**config.mk**
```make
export PLATFORM = sky130hd
export DESIGN_NAME = ssp_spi_port
export DESIGN_NICKNAME = d
export VERILOG_FILES = /design/src/hw/ssp_pkg.sv /design/src/hw/byte_fifo.sv /design/src/hw/ssp_spi_port.sv
export SDC_FILE = /design/constraint.sdc
export NUM_CORES = 1
export LEC_CHECK = 0
export ABC_AREA = 1
export BUFFER_PORTS_ARGS = -buffer_cell sky130_fd_sc_hd__buf_2
export CAP_MARGIN = 20
export CORE_MARGIN = 4
export CORE_UTILIZATION = 50
export DETAILED_ROUTE_END_ITERATION = 8
export PLACE_DENSITY = 0.76
export SKIP_CTS_REPAIR_TIMING = 1
export SLEW_MARGIN = 20
export SYNTH_ARGS = -nofsm -noshare
export SYNTH_HDL_FRONTEND = slang
export SYNTH_SLANG_ARGS = --single-unit
```
**constraint.sdc**
```tcl
create_clock -name sys_clk -period 5.3 [get_ports sys_clk]
set_input_delay 0.53 -clock sys_clk [delete_from_list [all_inputs] [get_ports sys_clk]]
set_output_delay 0.53 -clock sys_clk [all_outputs]
set_load 0.01 [all_outputs]
```
**src/hw/ssp_pkg.sv**
```systemverilog
// Package with constants, modes and carriers for the synchronous serial port.
// Functional notes
// Master transfer starts at once when software writes the data buffer.
// With output disabled the master still shifts in and loads bytes with flags.
// Master rate: sysclk/4, /16, /64, timer period/2, or sysclk/(4*(reload+1)); the code uses only reload bits 6:0, so this holds for reload 0 to 126.
// Clock idle level from polarity bit, edge from edge select, MSB first.
// With edge select set, first data bit is valid before the first clock edge.
// Slave shifts on external clock pulses and flags done on last bit.
// External master holds clock at idle level before slave enable.
// Slave keeps shifting during sleep and flags after eight bits to wake.
// Master sleep freezes transfer, which resumes after wake.
// Overwrite enable accepts buffer writes while an unread byte remains.
// Daisy-chain slave shifts out an exact copy of the byte it received.
// Select-controlled slave mode is mode field pattern 0100.
// Select low enables shifting and drives the serial output.
// Select rising stops driving serial output at once, mid-byte too.
// Select high in that mode, or port disable, forces bit counter to 0.
// Slave with edge select set is used only with select control.
// Sample phase bit must stay clear in slave mode.
// Sample phase bit picks middle or end of data output time for sampling; the code never reads the bit and always samples at one point.
// After eight bits byte moves to buffer; buffer full and done flags set.
// Buffer write during shifting is dropped and sets write collision flag.
// Reading the data buffer clears the buffer full flag.
package ssp_pkg;

  // Mode field encodings of the low four bits of the first control register.
  localparam logic [3:0] MODE_MASTER_DIV4 = 4'h0;
  localparam logic [3:0] MODE_MASTER_DIV16 = 4'h1;
  localparam logic [3:0] MODE_MASTER_DIV64 = 4'h2;
  localparam logic [3:0] MODE_MASTER_TIMER = 4'h3;
  localparam logic [3:0] MODE_SLAVE_SEL = 4'h4;
  localparam logic [3:0] MODE_SLAVE_NOSEL = 4'h5;
  localparam logic [3:0] MODE_MASTER_BAUD = 4'ha;

  // Byte width and bit counter reset value.
  localparam int BYTE_BITS = 8;
  localparam logic [3:0] BIT_COUNT_RESET = 4'h0;

  // Fixed divider ratios in half-bit system clocks (full bit = twice this).
  localparam logic [7:0] HALF_DIV4 = 8'h02;
  localparam logic [7:0] HALF_DIV16 = 8'h08;
  localparam logic [7:0] HALF_DIV64 = 8'h20;

  // Receive FIFO depth in bytes.
  localparam int RX_FIFO_DEPTH = 8;

  // Configuration carrier.
  typedef struct packed {
    logic serial_port_enable;
    logic [3:0] mode;
    logic clock_idle_polarity;
    logic transmit_edge;
    logic input_sample_phase;
    logic buffer_overwrite_enable;
    logic output_enable;
  } port_config_s;

  // Status carrier.
  typedef struct packed {
    logic buffer_full_flag;
    logic transfer_done_flag;
    logic write_collision_flag;
    logic busy;
  } port_status_s;

endpackage : ssp_pkg

```
**src/hw/byte_fifo.sv**
```systemverilog
// Parameterised valid/ready FIFO used on the receive byte path.
`timescale 1ns/1ps
module byte_fifo #(
  parameter int WIDTH = 8,
  parameter int DEPTH = 8
) (
  // Clock and reset.
  input wire logic sys_clk,
  input wire logic reset_n,
  // Fill side.
  input wire logic in_valid,
  output logic in_ready,
  input wire logic [WIDTH-1:0] in_data,
  // Drain side.
  output logic out_valid,
  input wire logic out_ready,
  output logic [WIDTH-1:0] out_data
);
  localparam int AW = $clog2(DEPTH);
  logic [WIDTH-1:0] mem [DEPTH];
  logic [AW-1:0] wr_ptr;
  logic [AW-1:0] rd_ptr;
  logic [AW:0] count;
  logic push;
  logic pop;

  // Honest full and empty from the occupancy count.
  assign in_ready = (count != (AW+1)'(DEPTH));
  assign out_valid = (count != '0);
  assign push = in_valid && in_ready;
  assign pop = out_valid && out_ready;
  assign out_data = mem[rd_ptr];

  // Storage writes.
  always_ff @(posedge sys_clk) begin
    if (push) begin
      mem[wr_ptr] <= in_data;
    end
  end

  // Pointers and count.
  always_ff @(posedge sys_clk or negedge reset_n) begin
    if (!reset_n) begin
      wr_ptr <= '0;
      rd_ptr <= '0;
      count <= '0;
    end else begin
      if (push) begin
        wr_ptr <= (wr_ptr == AW'(DEPTH - 1)) ? '0 : wr_ptr + 1'b1;
      end
      if (pop) begin
        rd_ptr <= (rd_ptr == AW'(DEPTH - 1)) ? '0 : rd_ptr + 1'b1;
      end
      count <= count + (AW+1)'(push) - (AW+1)'(pop);
    end
  end

  a_fifo_no_overflow: assert property (@(posedge sys_clk) disable iff (!reset_n)
    count <= (AW+1)'(DEPTH)) else $error("FIFO count above depth.");

endmodule : byte_fifo

```
**src/hw/ssp_spi_port.sv**
```systemverilog
// Synchronous serial port in SPI master and slave modes with receive FIFO.
`timescale 1ns/1ps
module ssp_spi_port #(
  parameter int FIFO_DEPTH = ssp_pkg::RX_FIFO_DEPTH
) (
  // Clock and reset.
  input wire logic sys_clk,
  input wire logic reset_n,
  // Configuration and power state.
  input wire ssp_pkg::port_config_s cfg,
  input wire logic [7:0] baud_reload_value,
  input wire logic period_timer_tick,
  input wire logic sleep,
  // Software access to the data buffer.
  input wire logic buf_write,
  input wire logic [7:0] buf_wdata,
  input wire logic buf_read,
  output logic [7:0] data_buffer_reg,
  input wire logic clear_done,
  input wire logic clear_collision,
  // Status.
  output ssp_pkg::port_status_s status,
  output logic wake,
  // Received byte stream.
  output logic rx_valid,
  input wire logic rx_ready,
  output logic [7:0] rx_data,
  // Serial pins.
  input wire logic sck_in,
  output logic sck_out,
  output logic sck_oe,
  input wire logic sdi,
  output logic sdo_out,
  output logic sdo_oe,
  input wire logic select_n
);
  import ssp_pkg::*;

  logic is_master;
  logic sel_mode;
  logic slave_mode;
  logic [7:0] internal_shift_reg;
  logic [3:0] bit_count;
  logic active;
  logic phase;
  logic [7:0] div_count;
  logic [7:0] half_period;
  logic half_tick;
  logic timer_half;
  logic sck_level;
  logic sample_bit;
  logic [1:0] sck_sync;
  logic [1:0] sdi_sync;
  logic [1:0] sel_sync;
  logic sck_prev;
  logic sel_prev;
  logic sck_s;
  logic sdi_s;
  logic sel_s;
  logic port_reset;
  logic slave_shift_edge;
  logic slave_sample_edge;
  logic byte_done;
  logic [7:0] next_byte;
  logic fifo_in_ready;
  logic buffer_full_flag, transfer_done_flag, write_collision_flag, busy, write_ok, master_sample;

  // Decode of the mode field into master and slave roles.
  assign is_master = (cfg.mode == MODE_MASTER_DIV4) || (cfg.mode == MODE_MASTER_DIV16) ||
                     (cfg.mode == MODE_MASTER_DIV64) || (cfg.mode == MODE_MASTER_TIMER) ||
                     (cfg.mode == MODE_MASTER_BAUD);
  assign sel_mode = (cfg.mode == MODE_SLAVE_SEL);
  assign slave_mode = sel_mode || (cfg.mode == MODE_SLAVE_NOSEL);

  // Two-stage synchronisers for pins from outside the clock domain.
  always_ff @(posedge sys_clk or negedge reset_n) begin
    if (!reset_n) begin
      sck_sync <= 2'h0;
      sdi_sync <= 2'h0;
      sel_sync <= 2'h3;
    end else begin
      sck_sync <= {sck_sync[0], sck_in};
      sdi_sync <= {sdi_sync[0], sdi};
      sel_sync <= {sel_sync[0], select_n};
    end
  end
  assign sck_s = sck_sync[1];
  assign sdi_s = sdi_sync[1];
  assign sel_s = sel_sync[1];

  // Delayed copies for edge detection on the synchronised pins.
  always_ff @(posedge sys_clk or negedge reset_n) begin
    if (!reset_n) begin
      sck_prev <= 1'b0;
      sel_prev <= 1'b1;
    end else begin
      sck_prev <= sck_s;
      sel_prev <= sel_s;
    end
  end

  // Port reset from disable or select high in select-controlled slave mode.
  assign port_reset = !cfg.serial_port_enable || (sel_mode && sel_s);

  // Slave edges relative to the idle level: leading edge leaves idle.
  // With edge select set data shift on the edge back to idle, else on the leading edge.
  always_comb begin
    slave_shift_edge = 1'b0;
    slave_sample_edge = 1'b0;
    if (slave_mode && !port_reset && (sck_s != sck_prev)) begin
      if ((sck_s != cfg.clock_idle_polarity) == cfg.transmit_edge) begin
        slave_sample_edge = 1'b1;
      end else begin
        slave_shift_edge = 1'b1;
      end
    end
  end

  // Master half-bit divider select.
  always_comb begin
    case (cfg.mode)
      MODE_MASTER_DIV4: half_period = HALF_DIV4;
      MODE_MASTER_DIV16: half_period = HALF_DIV16;
      MODE_MASTER_DIV64: half_period = HALF_DIV64;
      MODE_MASTER_BAUD: half_period = {baud_reload_value[6:0], 1'b0} + 8'h02;
      default: half_period = HALF_DIV4;
    endcase
  end

  // Half-bit tick; clocks stop while sleeping in master mode.
  always_ff @(posedge sys_clk or negedge reset_n) begin
    if (!reset_n) begin
      div_count <= 8'h00;
    end else if (!active || port_reset) begin
      div_count <= 8'h00;
    end else if (!sleep && (cfg.mode != MODE_MASTER_TIMER)) begin
      div_count <= (div_count + 8'h01 >= half_period) ? 8'h00 : div_count + 8'h01;
    end
  end
  assign timer_half = period_timer_tick && !sleep;
  assign half_tick = active && is_master && !sleep &&
                     ((cfg.mode == MODE_MASTER_TIMER) ? timer_half : (div_count + 8'h01 >= half_period));

  // Byte completion: eighth sample taken.
  // The master samples on the half bit away from the output change, which follows the edge select.
  assign master_sample = half_tick && (phase != cfg.transmit_edge);
  assign byte_done = (is_master ? master_sample : slave_sample_edge) && (bit_count == 4'h7);
  assign next_byte = {internal_shift_reg[6:0], sample_bit};
  assign sample_bit = sdi_s;
  assign write_ok = buf_write && !busy && !write_collision_flag &&
                    (!buffer_full_flag || cfg.buffer_overwrite_enable);

  // Shift register, bit counter, phase and transfer activity.
  always_ff @(posedge sys_clk or negedge reset_n) begin
    if (!reset_n) begin
      internal_shift_reg <= 8'h00;
      bit_count <= BIT_COUNT_RESET;
      active <= 1'b0;
      phase <= 1'b0;
    end else if (port_reset) begin
      bit_count <= BIT_COUNT_RESET;
      active <= 1'b0;
      phase <= 1'b0;
      if (write_ok) begin
        internal_shift_reg <= buf_wdata;
      end
    end else if (write_ok) begin
      internal_shift_reg <= buf_wdata;
      active <= is_master;
      phase <= 1'b0;
      bit_count <= BIT_COUNT_RESET;
    end else if (is_master && half_tick) begin
      // With edge select set the first half of a bit samples and shifts, else the second half does; the second half advances.
      phase <= !phase;
      if (master_sample) begin
        internal_shift_reg <= next_byte;
      end
      if (phase && (bit_count == 4'h7)) begin
        active <= 1'b0;
        bit_count <= BIT_COUNT_RESET;
      end else if (phase) begin
        bit_count <= bit_count + 4'h1;
      end
    end else if (slave_sample_edge) begin
      internal_shift_reg <= next_byte;
      bit_count <= (bit_count == 4'h7) ? BIT_COUNT_RESET : bit_count + 4'h1;
    end
  end

  // Serial clock: idle level from polarity, toggles once per half bit.
  always_ff @(posedge sys_clk or negedge reset_n) begin
    if (!reset_n) begin
      sck_level <= 1'b0;
    end else if (!active || port_reset) begin
      sck_level <= cfg.clock_idle_polarity;
    end else if (half_tick) begin
      sck_level <= !sck_level;
    end
  end
  assign sck_out = sck_level;
  assign sck_oe = is_master && cfg.serial_port_enable;

  // Serial output shows the MSB of the shift register, valid before the first edge.
  always_ff @(posedge sys_clk or negedge reset_n) begin
    if (!reset_n) begin
      sdo_out <= 1'b0;
    end else if (port_reset) begin
      sdo_out <= 1'b0;
    end else if (write_ok) begin
      sdo_out <= buf_wdata[7];
    end else if (slave_shift_edge || !busy || (is_master && half_tick && !master_sample)) begin
      sdo_out <= internal_shift_reg[7];
    end
  end

  // Output drive when port and output are enabled: master always, select-controlled slave only while selected, slave without select always.
  assign sdo_oe = cfg.serial_port_enable && cfg.output_enable &&
                  (is_master || (slave_mode && !(sel_mode && sel_s)));

  // Data buffer loads each completed byte.
  always_ff @(posedge sys_clk or negedge reset_n) begin
    if (!reset_n) begin
      data_buffer_reg <= 8'h00;
    end else if (byte_done) begin
      data_buffer_reg <= next_byte;
    end
  end

  // Buffer full: set on byte done, cleared by read; set wins.
  always_ff @(posedge sys_clk or negedge reset_n) begin
    if (!reset_n) begin
      buffer_full_flag <= 1'b0;
    end else if (byte_done) begin
      buffer_full_flag <= 1'b1;
    end else if (buf_read) begin
      buffer_full_flag <= 1'b0;
    end
  end

  // Transfer done flag, works in sleep in slave mode.
  always_ff @(posedge sys_clk or negedge reset_n) begin
    if (!reset_n) begin
      transfer_done_flag <= 1'b0;
    end else if (byte_done) begin
      transfer_done_flag <= 1'b1;
    end else if (clear_done) begin
      transfer_done_flag <= 1'b0;
    end
  end

  // Write collision on write while shifting; set wins over clear.
  always_ff @(posedge sys_clk or negedge reset_n) begin
    if (!reset_n) begin
      write_collision_flag <= 1'b0;
    end else if (buf_write && busy) begin
      write_collision_flag <= 1'b1;
    end else if (clear_collision) begin
      write_collision_flag <= 1'b0;
    end
  end

  // Busy: master active or slave mid-byte.
  assign busy = active || (slave_mode && (bit_count != BIT_COUNT_RESET));
  assign wake = sleep && slave_mode && byte_done;

  // Status word gathered in one place so the struct has a single driver.
  assign status = '{buffer_full_flag, transfer_done_flag, write_collision_flag, busy};

  // Received bytes also stream into the FIFO; drops if full.
  byte_fifo #(
    .WIDTH(BYTE_BITS),
    .DEPTH(FIFO_DEPTH)
  ) u_rx_fifo (
    .sys_clk(sys_clk),
    .reset_n(reset_n),
    .in_valid(byte_done),
    .in_ready(fifo_in_ready),
    .in_data(next_byte),
    .out_valid(rx_valid),
    .out_ready(rx_ready),
    .out_data(rx_data)
  );

  a_start_on_write: assert property (@(posedge sys_clk) disable iff (!reset_n)
    (buf_write && is_master && !status.busy && !status.write_collision_flag && !port_reset &&
     (!status.buffer_full_flag || cfg.buffer_overwrite_enable)) |=> active) else $error("No start.");
  a_done_sets_flags: assert property (@(posedge sys_clk) disable iff (!reset_n)
    byte_done |=> (status.buffer_full_flag && status.transfer_done_flag)) else $error("Flags unset.");
  a_read_clears_full: assert property (@(posedge sys_clk) disable iff (!reset_n)
    (buf_read && !byte_done) |=> !status.buffer_full_flag) else $error("Full not cleared.");
  a_collision_set: assert property (@(posedge sys_clk) disable iff (!reset_n)
    (buf_write && status.busy) |=> (status.write_collision_flag && $stable(internal_shift_reg)))
    else $error("Collision missed.");
  a_select_float: assert property (@(posedge sys_clk) disable iff (!reset_n)
    (sel_mode && sel_s) |-> !sdo_oe) else $error("Output driven while deselected.");
  a_reset_counter: assert property (@(posedge sys_clk) disable iff (!reset_n)
    port_reset |=> (bit_count == 4'h0)) else $error("Counter not cleared.");
  a_sleep_freeze: assert property (@(posedge sys_clk) disable iff (!reset_n)
    (sleep && is_master && $past(sleep) && !port_reset) |=> $stable(sck_level)) else $error("Clock ran in sleep.");
  a_idle_level: assert property (@(posedge sys_clk) disable iff (!reset_n)
    (is_master && !active && $past(!active) && !$changed(cfg)) |-> (sck_out == cfg.clock_idle_polarity))
    else $error("Wrong idle level.");

endmodule : ssp_spi_port

```
==> impl_metrics.toml, run 1 <==
[die]
die_area_um2 = 13100
die_x_um = 115
die-height_um = 115
io-pin-count = 64
initial_utilization_pct = 51.7
core_area_um2 = 11000
rows = 38

[clock_tree]
clock_latency_ps = 410
cts_max_level = 4
clockBufferDepth = 2
tritoncts = "built"
clkTransAtPathRegs_ps = 60
cts_made_buffers = 17
cts_sinks = 116
cts_root_buf = "clkbuf_16"

[global_route]
track_usage_pct = 20.1
antenna_found_initial = 0
grt_pass1_vias = 4465
grt_max_degree = 53
overflow = 0
grt_pass1_wl_um = 20900

[synthesis]
yosys.area_share.simple_pct = 24.0
syn_area_um2 = 5680
syn-mean-instance-area_um2 = 9.54
synth-compound-area-share_pct = 7.11
synth_largest_area_cell = "edfxtp_1"
synth-seq-cells = 116
syn_inst = 596
synth_xor_area_share_pct = 1.85
synth_edf_count = 64
ys_seq_area_share_pct = 56.8
synth_area_leaders = "edfxtp_1, dfrtp_1, nand2_1, nor2_1, ha_1"
synth.top_cell.area_share_pct = 33.8
synth.area.mux_share_pct = 0
synth_cell_types = 39
synthAdderAreaFrac_pct = 4.98
synth_top_family_by_area = "simple AND/OR/NAND/NOR gates"
synth_nets = 656
ys_warn_count = 0
async_flop_share_pct = 44.8
synth_ff_type = "edfxtp_1"

[sta]
setup_viol = 0
skew_ps = 7.95
maxSlewHeadroom_pct = 29.9
setup-tns-final_ps = 0
finalHoldViolCount = 0
max_clock_freq_mhz = 276
slew_violations = 0
period_needed_ps = 3620
post-route-period-util_pct = 68.3
rsz0062_at_grt = "false"
tightest_slew_ps = 1050
worst_hold_slack_ps = 221

[final_layout]
final_common_cell = "nand2_1"
final_cell_mix = "nand2_1, nor2_1, edfxtp_1"
drive_above_1_share_pct = 19.0
finalNonFillerCells = 812
areaGrowthSynthToFinish_pct = 17.1
final_util_pct = 60.6
layout.nets = 719
diodes = 0
top_register = "u_rx_fifo.mem"
post-route-cell-area_um2 = 6660
largest_reg_flops = 64

[worst_setup_path]
r2r-start = "div_count[0]"
critPathKind = "reg -> out"
required_ps = 4770
r2r_setup_slack_ps = 1910
worstRegToRegCells = 14
r2r-end = "u_rx_fifo.mem[0][1]"
endpoint_kind = "output port"
crit_path_max_fanout = 15
critPathLaunchType = "flip-flop"
critPathArrivalTime_ps = 3090

[placement]
finalWeightedCongestion = 0.824
io_buffers = 61
placed_cell_area_um2 = 6070
post-place-cells = 780
hpwlAfterDp_um = 8350

[power_and_ir_drop]
powerDensity_nw_per_um2 = 439
ir_drop_uv = 341
power_leakage_uw = 0.00309

[detailed_routing]
ant_nets = 0
routed_wl_um = 12300
wl_per_cell_um = 15.1
via_per_inst = 5.40
vias = 4384
drtIter0Drc = 248
drc = 0
dr.pass1.iters = 5

[status]
status = "complete, no violations"

[hold_path]
holdCritStartpoint = "select_n"
hold_depth = 1
hold_end = "sel_sync[0]"
worstHoldPathType = "in -> reg"

[flow_run]
drv_cap = 0
[power breakdown]
group | leakage [uW] | internal [uW] | switching [uW]
clock network | 0.000288 | 668 | 460
logic | 0.00154 | 233 | 375
registers | 0.00126 | 1050 | 140
[synth_stat cells, types with 2 or more instances]
cell,number
nand2_1,138
nor2_1,80
edfxtp_1,64
dfrtp_1,50
inv_1,50
nand3_1,48
o21ai_0,40
ha_1,21
a31oi_1,9
clkbuf_1,9
o22ai_1,9
a21oi_1,8
xnor2_1,7
nand2_2,6
nand4_1,6
xor2_1,5
buf_4,4
nor2_2,4
buf_2,3
inv_2,3
nand2_4,3
nand3b_1,3
nand4_2,3
o21ai_2,3
buf_6,2
dfstp_2,2
nand3_2,2
nor2_4,2
nor3_1,2
[how the worst max path moves through the flow]
stage	start	to	slack, ps	cells after the start
global placement	cfg[5]	u_rx_fifo.mem[2][3]	1660	16
floorplan	cfg[6]	u_rx_fifo.count[2]	2210	20
detailed placement	cfg[5]	u_rx_fifo.mem[3][4]	1520	16
CTS	div_count[0]	wake	1650	15
finish	div_count[0]	wake	1680	15
global route	div_count[0]	wake	1350	15
[cell families (layout without fill, tap and decap cells)]
kind of cell,Yosys count,count (layout)
AOI/OAI and AO/OA,72,72
xor gates and xnor gates,12,12
adders and majority gates,22,22
buffers and inverters,72,148
DFF,116,116
and+or+nand+nor,302,302
[per-stage QoR]
step	worst slack, ps	total power, uW
6_report	1680	2930
4_1_cts	1650	2940
2_1_floorplan	2210	1590
5_1_grt	1350	3090
3_5_place_dp	1520	1810
3_3_place_gp	1660	1770
[routing by layer]
metal	global-route usage [%]	wire, um	vias up
met5	0	0	-
li1	-	-	2125
met1	24.8	5060	2102
met2	34.8	6300	140
met3	5.07	747	17
met4	6.02	181	0
[area by class of cell]
cell class	instances	area (um2)
timing repair buffer	62	313
tap	140	175
fill	877	4330
clock inverter	15	161
multi-input combinational	408	2150
inverter	54	203
clock buffer	17	425
sequential	116	3230
[critical path, cell delays in order, from the launching register on]
cell,delay (ps)
dfrtp_1,380
inv_1,70
nor2_1,180
nand3_1,150
nand3b_1,200
xnor2_1,210
ha_1,280
nand2_1,100
inv_1,40
a21oi_1,190
nand3_1,210
nand3_4,140
nand2_4,130
nand2_4,200
nor3_4,50
buf_2,140
Power figures use the tool's default switching activity.
==> run 2, diff against run 1 <==
==> constraint.sdc (replaced) <==
create_clock -name sys_clk -period 3.5 [get_ports sys_clk]
set_input_delay 0.35 -clock sys_clk [delete_from_list [all_inputs] [get_ports sys_clk]]
set_output_delay 0.35 -clock sys_clk [all_outputs]
set_load 0.01 [all_outputs]
==> run 2 against run 1 <==
The flow now finishes with violations (hold timing). Via count grew 1.7%. Largest power group unchanged. Wire length grew 3.9%. Clock-buffer cell count is the same. Final cell count rose by 1.8%. First-iteration DRC count grew 74%. Cell area grew 1.8%. Critical path depth grew 1. Sequential power up 48%. Clock skew rose by 0.57 ps.
==> impl_metrics.toml, run 2 (synthesis results as in run 1) <==
[status]
status = "complete, but fails checks"
violations = "hold timing"

[sta]
setup-tns-final_ps = 0
setup_viol = 0
post-route-period-util_pct = 93.3
slew_violations = 0
skew_ps = 8.51
max_clock_freq_mhz = 306
worst_hold_slack_ps = -0.992
rsz0062_at_grt = "false"
tightest_slew_ps = 892
finalHoldViolCount = 4
maxSlewHeadroom_pct = 40.5
period_needed_ps = 3270

[clock_tree]
clockBufferDepth = 2
clock_latency_ps = 400
clkTransAtPathRegs_ps = 60
cts_sinks = 116
cts_root_buf = "clkbuf_16"
tritoncts = "built"
cts_made_buffers = 17
cts_max_level = 4

[final_layout]
finalNonFillerCells = 827
final_common_cell = "nand2_1"
layout.nets = 734
largest_reg_flops = 64
diodes = 0
num-fill-cells = 879
drive_above_1_share_pct = 21.7
final_cell_mix = "nand2_1, nor2_1, edfxtp_1"
top_register = "u_rx_fifo.mem"
areaGrowthSynthToFinish_pct = 19.3

[power_and_ir_drop]
finalPower_uw = 4320
switching_share_pct = 33.5
ir_drop_uv = 401
p_seq_share_pct = 40.6
intPower_uw = 2870
powerDensity_nw_per_um2 = 637
switching_power_uw = 1450
power_leakage_uw = 0.00314
p_clk_share_pct = 36.6
pwr-share-comb_pct = 22.7

[die]
initial_utilization_pct = 51.7
io-pin-count = 64
rows = 38
die-height_um = 115
die_x_um = 115
core_area_um2 = 11000
die_area_um2 = 13100

[global_route]
track_usage_pct = 20.7
grt_pass1_vias = 4555
overflow = 0
grt_pass1_wl_um = 21100
antenna_found_initial = 0
grt_max_degree = 35

[worst_setup_path]
critPathLaunchType = "flip-flop"
endpoint_kind = "output port"
crit_path_end = "wake"
crit_path_max_fanout = 11
worstRegToRegCells = 18
r2r-start = "div_count[2]"
critPathTopFamily = "simple AND/OR/NAND/NOR gates"
critical_path.cell_chain = "nand2_1 -> nor2_2 -> nand3_2 -> nand3b_1 -> xnor2_2 -> ha_1 -> nand2_1 -> inv_1 -> a21oi_2 -> nand3_2 -> nand3_4 -> nand2_4 -> buf_12 -> nand2_8 -> nor3_4 -> buf_2"
cp_num_cells = 16
critPathArrivalTime_ps = 2920
r2r-end = "u_rx_fifo.count[1]"
r2r_setup_slack_ps = 380
cp_slowest_stage_delay_ps = 400
critPathLaunch = "div_count[2]"
critPathKind = "reg -> out"
crit_buf_inv = 3
crit_slowest_cell = "dfrtp_1"
required_ps = 3150

[detailed_routing]
routed_wl_um = 12800
drtIter0Drc = 432
vias = 4459
via_per_inst = 5.39
drc = 0
dr.pass1.iters = 5
ant_nets = 0
wl_per_cell_um = 15.4

[placement]
io_buffers = 61
post-place-cells = 792
finalWeightedCongestion = 0.820
hpwlAfterDp_um = 8680

[hold_path]
worstHoldPathType = "in -> async"

[flow_run]
drv_cap = 0
[run 2: layer usage]
metal  track usage, %  wire, um  up-vias
met1             24.0      5180     2129
li1                 -         -     2152
met2             37.1      6640      154
met5                0         0        -
met3             5.13       712       24
met4             7.05       231        0
[run 2: through the flow]
| step | setup slack [ps] | cell area (um2) | utilization (%) |
|---|---|---|---|
| floorplan | 595 | 5680 | - |
| detailed placement | 239 | 6160 | 56.1 |
| global route | 19.2 | 6780 | 61.7 |
| global placement | 401 | 6160 | 56.1 |
| CTS | -18.6 | 6710 | 61.1 |
| finish | 233 | 6780 | 61.7 |
[run 2: final cells by class]
cell class | count | area (um2) | area share (%)
clock buffers | 17 | 425 | 6.28
flip-flops and latches | 116 | 3230 | 47.6
clock inverters | 15 | 123 | 1.81
inverters | 54 | 203 | 2.99
multi-input cells | 408 | 2190 | 32.3
repair buffers | 77 | 438 | 6.46
well taps | 140 | 175 | 2.58
[run 2: worst min path at each step]
stage | start | to | slack (ps)
2_1_floorplan | reset_n | active | 50
3_3_place_gp | sck_sync[0] | sck_sync[1] | 340
3_5_place_dp | sck_sync[0] | sck_sync[1] | 340
4_1_cts | reset_n | sck_sync[1] | 10
5_1_grt | reset_n | sck_sync[1] | 30
6_report | reset_n | sck_sync[1] | -1
[run 2: worst register-to-register path: cells and delay by family (launching register included)]
family	cells	cell delay, ps
buffers and inverters	4	260
adder cells (fa/ha/maj)	3	930
XOR/XNOR	1	170
AO/OA/AOI/OAI	1	170
flip-flops	1	400
AND/OR/NAND/NOR	9	1140
[run 2: power by group through the flow]
stage	registers, uW	clock network (uW)	logic (uW)
6_report	1760	1580	982
5_1_grt	1770	1680	1120
4_1_cts	1750	1600	993
3_5_place_dp	1780	0	983
3_3_place_gp	1770	0	933
2_1_floorplan	1700	0	701
